$ cat config.mk
export PLATFORM = sky130hd
export DESIGN_NAME = eeac_top
export DESIGN_NICKNAME = d
export VERILOG_FILES = /design/src/inc/eeac_pkg.sv /design/src/rtl/eeac_top.sv
export SDC_FILE = /design/constraint.sdc
export NUM_CORES = 1
export LEC_CHECK = 0
export ABC_AREA = 0
export BUFFER_PORTS_ARGS = -buffer_cell sky130_fd_sc_hd__buf_2
export CORE_MARGIN = 2
export CORE_UTILIZATION = 40
export CTS_CLUSTER_DIAMETER = 100
export CTS_CLUSTER_SIZE = 8
export DETAILED_ROUTE_END_ITERATION = 12
export GPL_TIMING_DRIVEN = 1
export PLACE_DENSITY_LB_ADDON = 0.15
export SYNTH_ARGS = -nofsm -noshare
export SYNTH_HDL_FRONTEND = slang
export SYNTH_SLANG_ARGS = --single-unit
$ cat constraint.sdc
create_clock -name core_clk -period 5 [get_ports core_clk]
set_clock_uncertainty 0.15 [all_clocks]
set_input_delay 0.5 -clock core_clk [delete_from_list [all_inputs] [get_ports core_clk]]
set_output_delay 0.5 -clock core_clk [all_outputs]
set_load 0.03 [all_outputs]
$ cat src/inc/eeac_pkg.sv
// Shared constants, types and timing for the EEPROM access control block.
package eeac_pkg;
  // Register selects on the core I/O port.
  localparam logic [1:0] SEL_ADDR  = 2'h0;
  localparam logic [1:0] SEL_DATA  = 2'h1;
  localparam logic [1:0] SEL_CTRL  = 2'h2;
  // Control register field positions.
  localparam int         CTL_RD    = 0;
  localparam int         CTL_WS    = 1;
  localparam int         CTL_ARM   = 2;
  localparam int         CTL_RIE   = 3;
  localparam int         CTL_PM_LO = 4;
  localparam int         CTL_PM_HI = 5;
  // Reset values.
  localparam logic [7:0] ADDR_RESET = 8'h00;
  localparam logic [7:0] DATA_RESET = 8'h00;
  localparam logic       RIE_RESET  = 1'b0;
  // Core cycle counts.
  localparam logic [2:0] ARM_CYCLES = 3'h4;
  localparam logic [2:0] WR_STALL   = 3'h2;
  localparam logic [2:0] RD_STALL   = 3'h4;
  // Programming times in microseconds and in oscillator ticks.
  localparam int         PROG_FULL_US    = 3400;
  localparam int         PROG_HALF_US    = 1800;
  localparam int         PROG_FULL_TICKS = 26368;
  localparam int         PROG_HALF_TICKS = PROG_FULL_TICKS * PROG_HALF_US / PROG_FULL_US;

  typedef enum logic [1:0] {
    PM_ATOMIC = 2'b00,
    PM_ERASE  = 2'b01,
    PM_WRITE  = 2'b10,
    PM_RSVD   = 2'b11
  } eeac_pmode_t;

  localparam eeac_pmode_t PM_RESET = PM_ATOMIC;

  typedef enum logic {
    ST_IDLE = 1'b0,
    ST_PROG = 1'b1
  } eeac_state_t;

  typedef struct packed {
    logic       wr;
    logic [1:0] sel;
    logic [7:0] wdata;
  } eeac_io_req_t;
endpackage

$ cat src/rtl/eeac_top.sv
// EEPROM access control: address, data and control registers with timed programming.
`timescale 1ns/1ns
module eeac_top #(
  parameter int DEPTH           = 64,
  parameter int PROG_FULL_TICKS = eeac_pkg::PROG_FULL_TICKS,
  parameter int PROG_HALF_TICKS = eeac_pkg::PROG_HALF_TICKS
) (
  input  wire logic                  core_clk,
  input  wire logic                  nrst,
  input  wire logic                  clk_en,
  input  wire eeac_pkg::eeac_io_req_t io_req,
  output logic [7:0]                 io_rdata,
  input  wire logic                  global_irq_en,
  input  wire logic                  flash_selfprog_enable,
  input  wire logic                  osc_tick,
  output logic                       ready_irq,
  output logic                       cpu_stall
);
  import eeac_pkg::*;

  localparam int AW = $clog2(DEPTH);
  localparam int CW = $clog2(PROG_FULL_TICKS + 1);

  if (DEPTH != 64 || PROG_HALF_TICKS < 1 || PROG_FULL_TICKS < PROG_HALF_TICKS) begin : g_chk
    $error("eeac_top: unsupported depth or programming tick counts");
  end

  // The byte array has no reset: stored bytes outlive a reset, as in the real cell array.
  logic [7:0]    mem [DEPTH];
  logic [AW-1:0] byte_address_reg;
  logic [7:0]    byte_data_reg;
  logic [7:0]    prog_data;
  eeac_pmode_t   prog_mode;
  logic          ready_irq_enable;
  logic          rd_pend;
  logic [2:0]    arm_cnt;
  logic [2:0]    stall_cnt;
  logic [CW-1:0] pcnt;
  eeac_state_t   state;
  eeac_state_t   next_state;
  eeac_pmode_t   next_mode;

  wire           ctl_wr        = io_req.wr && (io_req.sel == SEL_CTRL);
  wire           addr_wr       = io_req.wr && (io_req.sel == SEL_ADDR);
  wire           data_wr       = io_req.wr && (io_req.sel == SEL_DATA);
  wire           write_strobe  = (state == ST_PROG);
  wire           master_write_arm = (arm_cnt != 3'h0);
  wire           arm_req       = ctl_wr && io_req.wdata[CTL_ARM] && !io_req.wdata[CTL_WS];
  wire           ws_req        = ctl_wr && io_req.wdata[CTL_WS];
  wire           rd_req        = ctl_wr && io_req.wdata[CTL_RD] && !write_strobe;
  wire           mode_wr       = ctl_wr && !write_strobe;
  assign next_mode = mode_wr ? eeac_pmode_t'(io_req.wdata[CTL_PM_HI:CTL_PM_LO]) : prog_mode;
  // A strobe counts only while armed, idle, with flash idle and a defined mode.
  wire           start         = ws_req && master_write_arm && !write_strobe
                                 && !flash_selfprog_enable
                                 && (next_mode != PM_RSVD);
  wire           prog_done     = write_strobe && osc_tick && (pcnt == CW'(1));
  wire [CW-1:0]  prog_len      = (next_mode == PM_ATOMIC) ? CW'(PROG_FULL_TICKS)
                                                          : CW'(PROG_HALF_TICKS);
  wire [7:0]     cur_byte      = mem[byte_address_reg];
  // Erase leaves all ones; write only can clear bits but never set them.
  wire [7:0]     prog_value    = (prog_mode == PM_ERASE) ? 8'hff :
                                 (prog_mode == PM_WRITE) ? (cur_byte & prog_data) : prog_data;
  wire [7:0]     ctl_read      = {2'h0, prog_mode, ready_irq_enable, master_write_arm, write_strobe, rd_pend};

  always_comb begin
    next_state = state;
    unique case (state)
      ST_IDLE: begin
        if (start) begin
          next_state = ST_PROG;
        end
      end
      ST_PROG: begin
        if (prog_done) begin
          next_state = ST_IDLE;
        end
      end
    endcase
  end

  assign ready_irq = ready_irq_enable && global_irq_en
                     && !write_strobe && !flash_selfprog_enable;
  assign cpu_stall = (stall_cnt != 3'h0);
  assign io_rdata  = (io_req.sel == SEL_ADDR) ? 8'(byte_address_reg) :
                     (io_req.sel == SEL_DATA) ? byte_data_reg :
                     (io_req.sel == SEL_CTRL) ? ctl_read : 8'h00;

  always_ff @(posedge core_clk or negedge nrst) begin
    if (!nrst) begin
      state            <= ST_IDLE;
      prog_mode        <= PM_RESET;
      ready_irq_enable <= RIE_RESET;
      arm_cnt          <= 3'h0;
      stall_cnt        <= 3'h0;
      pcnt             <= '0;
      rd_pend          <= 1'b0;
    end else if (clk_en) begin
      state            <= next_state;
      prog_mode        <= next_mode;
      ready_irq_enable <= ctl_wr ? io_req.wdata[CTL_RIE] : ready_irq_enable;
      arm_cnt          <= arm_req ? ARM_CYCLES : (master_write_arm ? arm_cnt - 3'h1 : 3'h0);
      stall_cnt        <= rd_req ? RD_STALL : (start ? WR_STALL : (cpu_stall ? stall_cnt - 3'h1 : 3'h0));
      pcnt             <= start ? prog_len : ((write_strobe && osc_tick) ? pcnt - CW'(1) : pcnt);
      rd_pend          <= rd_req;
    end
  end

  always_ff @(posedge core_clk or negedge nrst) begin
    if (!nrst) begin
      byte_address_reg <= AW'(ADDR_RESET);
      byte_data_reg    <= DATA_RESET;
      prog_data        <= DATA_RESET;
    end else if (clk_en) begin
      if (addr_wr && !write_strobe) begin
        byte_address_reg <= io_req.wdata[AW-1:0];
      end
      if (rd_pend) begin
        byte_data_reg <= cur_byte;
      end else if (data_wr) begin
        byte_data_reg <= io_req.wdata;
      end
      if (start) begin
        prog_data <= data_wr ? io_req.wdata : byte_data_reg;
      end
    end
  end

  always_ff @(posedge core_clk) begin
    if (clk_en && prog_done) begin
      mem[byte_address_reg] <= prog_value;
    end
  end
endmodule // eeac_top

==> impl_metrics.csv <==
group,metric,value,unit
sta,maxSlewHeadroom,17.9,%
floorplanning,start_util,40.6,%
logic_synthesis,async_flop_share,8.57,%
sta,setup_viol_count_final,0,
power,max-vdd-ir-drop,265,µV
logic_synthesis,synth_edf_count,512,
clock_tree,post-cts-setup-buffer-count,0,
routing,drc,0,
worst_setup_path,critical_path_peak_fanout,38,
outcome,status,"completed",
global_routing,antenna_found_initial,0,
sta,finalCriticalPeriod,4.31,ns
routing,ant_nets,0,
job,maxCapViolCount,0,
sta,final_hold_viol_count,0,
finish,drive_gt1_share,14.1,%
global_routing,grt_max_degree,78,
sta,final.period_utilization,86.2,%
worst_setup_path,path_depth,7,
finish,fin_nets,1565,
global_routing,grt_pass1_vias,13565,
worst_setup_path,path_class,"reg -> reg",
place,dp_hpwl,38.1,mm
logic_synthesis,yosysWarnings,0,
worst_setup_path,cpPeakStageDelay,0.86,ns
logic_synthesis,syn_area,23000,µm²
worst_setup_path,worst_setup_path_start_kind,"flip-flop",
clock_tree,clk_pin_slew_worst_paths,0.05,ns
clock_tree,clkSinkCount,560,
logic_synthesis,ys_seq_elements,560,
logic_synthesis,synth.largest_area_cell,"edfxtp_1",
min_path,min_path_cells,2,
sta,drv_slew,0,
sta,tns,0,ns
global_routing,groute.usage.overall,20.8,%
logic_synthesis,synth-seq-area-share,72.2,%
clock_tree,clockBufferDepth,3,
worst_setup_path,crit_family,"simple AND/OR/NAND/NOR gates",
logic_synthesis,synthCells,1490,
min_path,min_path_type,"in -> reg",
worst_setup_path,crit_path_end_kind,"flip-flop",
worst_setup_path,crit_slowest_cell,"nand2b_1",
finish,antenna_cells,0,
routing,vias,13423,
floorplanning,core,56600,µm²
floorplanning,ios,27,
routing,detail_route.iter0.violations,1105,
worst_setup_path,path_cells,"nand2b_1 > o32ai_1 > o31ai_1 > o2111ai_1 > nor4bb_2 > a21oi_4 > buf_4",
logic_synthesis,synth_ff_type,"edfxtp_1",
worst_setup_path,r2r_slack,0.69,ns
place,placed_cells,2220,
routing,drt_pre_antenna_iters,5,
logic_synthesis,synth_commonest_cells,"edfxtp_1 (512), mux2i_1 (146), nor2_1 (100)",
logic_synthesis,synth.distinct_cells,63,
floorplanning,dieArea,59300,µm²
global_routing,grt.overflow.total,0,
clock_tree,root_buffer,"clkbuf_16",
clock_tree,hold_buffers,1,
clock_tree,insertion_delay,0.62,ns
logic_synthesis,yosysTopAreaCellShare,66.9,%
worst_setup_path,path_buf_inv,1,
logic_synthesis,synth.most_common_cell,"edfxtp_1",
place,numPortBuffers,26,
global_routing,grt_pass1_wl,91.3,mm
logic_synthesis,avgSynthCellArea,15.4,µm²
sta,fmax,232,MHz
logic_synthesis,synthesis.nets,1509,
clock_tree,ctsResizeCount,0,
place,place_congestion,0.845,
clock_tree,cts_tree,"done",
sta,rsz0062_at_grt,"false",
worst_setup_path,worstPathArrival,4.44,ns
worst_setup_path,r2r_cells,7,
power,pwr_density_cell,490,nW/µm²
finish,reg_top3,"mem x512, pcnt x15",
routing,wl_per_cell,26.5,µm
sta,worst_pin_slew,1.21,ns
floorplanning,dieHeight,244,µm
logic_synthesis,synthTopCellsByArea,"edfxtp_1 (67%), mux2i_1 (6.4%), dfrtp_1 (5.2%), a221oi_1 (1.7%), nor2_1 (1.6%)",
floorplanning,rows,87,
power,leakage,9.02,nW
clock_tree,htree_levels,3,
finish,largest-register,"mem",
finish,instances_no_fill,2335,
floorplanning,dieWidth,244,µm
routing,totalWireLength,61.8,mm
worst_setup_path,cp.required,5.13,ns
finish,syn2layout_area_growth,14.3,%
routing,vias_per_cell,5.75,
finish,largest_register_ff_count,512,
clock_tree,numCtsBuffers,79,
## layer usage
| layer | global-route usage [%] | vias up | part of all wire, % |
|---|---|---|---|
| met3 | 3.40 | 115 | 5.2 |
| li1 | - | 5991 | - |
| met4 | 6.44 | 0 | 2.6 |
| met1 | 28.9 | 6855 | 44 |
| met5 | 0 | - | 0 |
| met2 | 33.8 | 462 | 48 |
## placed cells by master, fill, tap and decap left out, drive strengths merged, types with 6 or more instances in the layout
master	synthesis	routed
o22ai	60	60
o21ai	45	45
a221oi	50	50
mux2i	146	146
o31ai	19	19
a21oi	38	38
o2111ai	7	7
inv	45	49
dfrtp	48	48
a221o	25	25
nor4	9	9
o22a	13	13
edfxtp	512	512
nor4bb	7	7
buf	65	71
nor2	102	102
clkbuf	32	110
mux2	14	14
nor3	6	6
a22oi	9	9
o21a	14	14
nand3	12	12
o221ai	8	8
nand2b	6	6
o32ai	36	36
nand2	100	100
## through the flow
step | util, % | setup WS (ns) | total power [mW] | hold slack, ns | cell area (µm²)
2_1_floorplan | - | 0.888 | 7.21 | 0.0544 | 23000
3_3_place_gp | 42.5 | 0.893 | 8.13 | 0.323 | 24100
3_5_place_dp | 42.5 | 0.788 | 8.16 | 0.334 | 24100
4_1_cts | 46.4 | 0.743 | 13.0 | 0.0571 | 26300
5_1_grt | 46.4 | 0.559 | 13.3 | 0.0818 | 26300
6_report | 46.4 | 0.692 | 12.9 | 0.0993 | 26300
## logic make-up after synthesis
logic type / after synthesis / share of synthesized area, %
fa+ha+maj: 2 / 0.109
flops: 560 / 72.2
mux: 164 / 7.44
compound gates: 338 / 10.9
simple gates: 275 / 5.85
buf+inv: 144 / 3.23
xor+xnor: 7 / 0.267
## report_power, final
group	switching, mW	total, mW	leakage (nW)	internal (mW)
clock	1.88	4.80	1.05	2.92
combinational	1.64	2.39	2.69	0.754
sequential	0.141	5.67	5.28	5.53
total	3.65	12.9	9.02	9.20
## final timing paths
kind	end	start
worst max-delay path	mem[26][4]$_DFFE_PP_	byte_address_reg[0]$_DFFE_PN0P_
worst min-delay path	ready_irq_enable$_DFFE_PN0P_	io_req[3]
worst max register to register	mem[26][4]$_DFFE_PP_	byte_address_reg[0]$_DFFE_PN0P_
worst min register to register	pcnt[14]$_DFFE_PN0P_	pcnt[14]$_DFFE_PN0P_
max in group asynchronous	byte_address_reg[2]$_DFFE_PN0P_	nrst
min in group asynchronous	arm_cnt[0]$_DFFE_PN0P_	nrst
## worst register-to-register path: cells and delay by family (launching register included)
kind,cells,cell delay (ns)
buffers and inverters,1,0.30
and+or+nand+nor,2,1.59
DFF,1,0.84
AOI/OAI and AO/OA,4,1.07
## cell type report
class / count / area, µm²
clock buffers: 110 / 2140
clock inverters: 4 / 35.0
fillers: 4933 / 30400
inverters: 47 / 176
multi-input cells: 786 / 5750
flip-flops and latches: 560 / 16600
well taps: 756 / 946
repair buffers: 72 / 628
(Power assumes the default switching activity.)
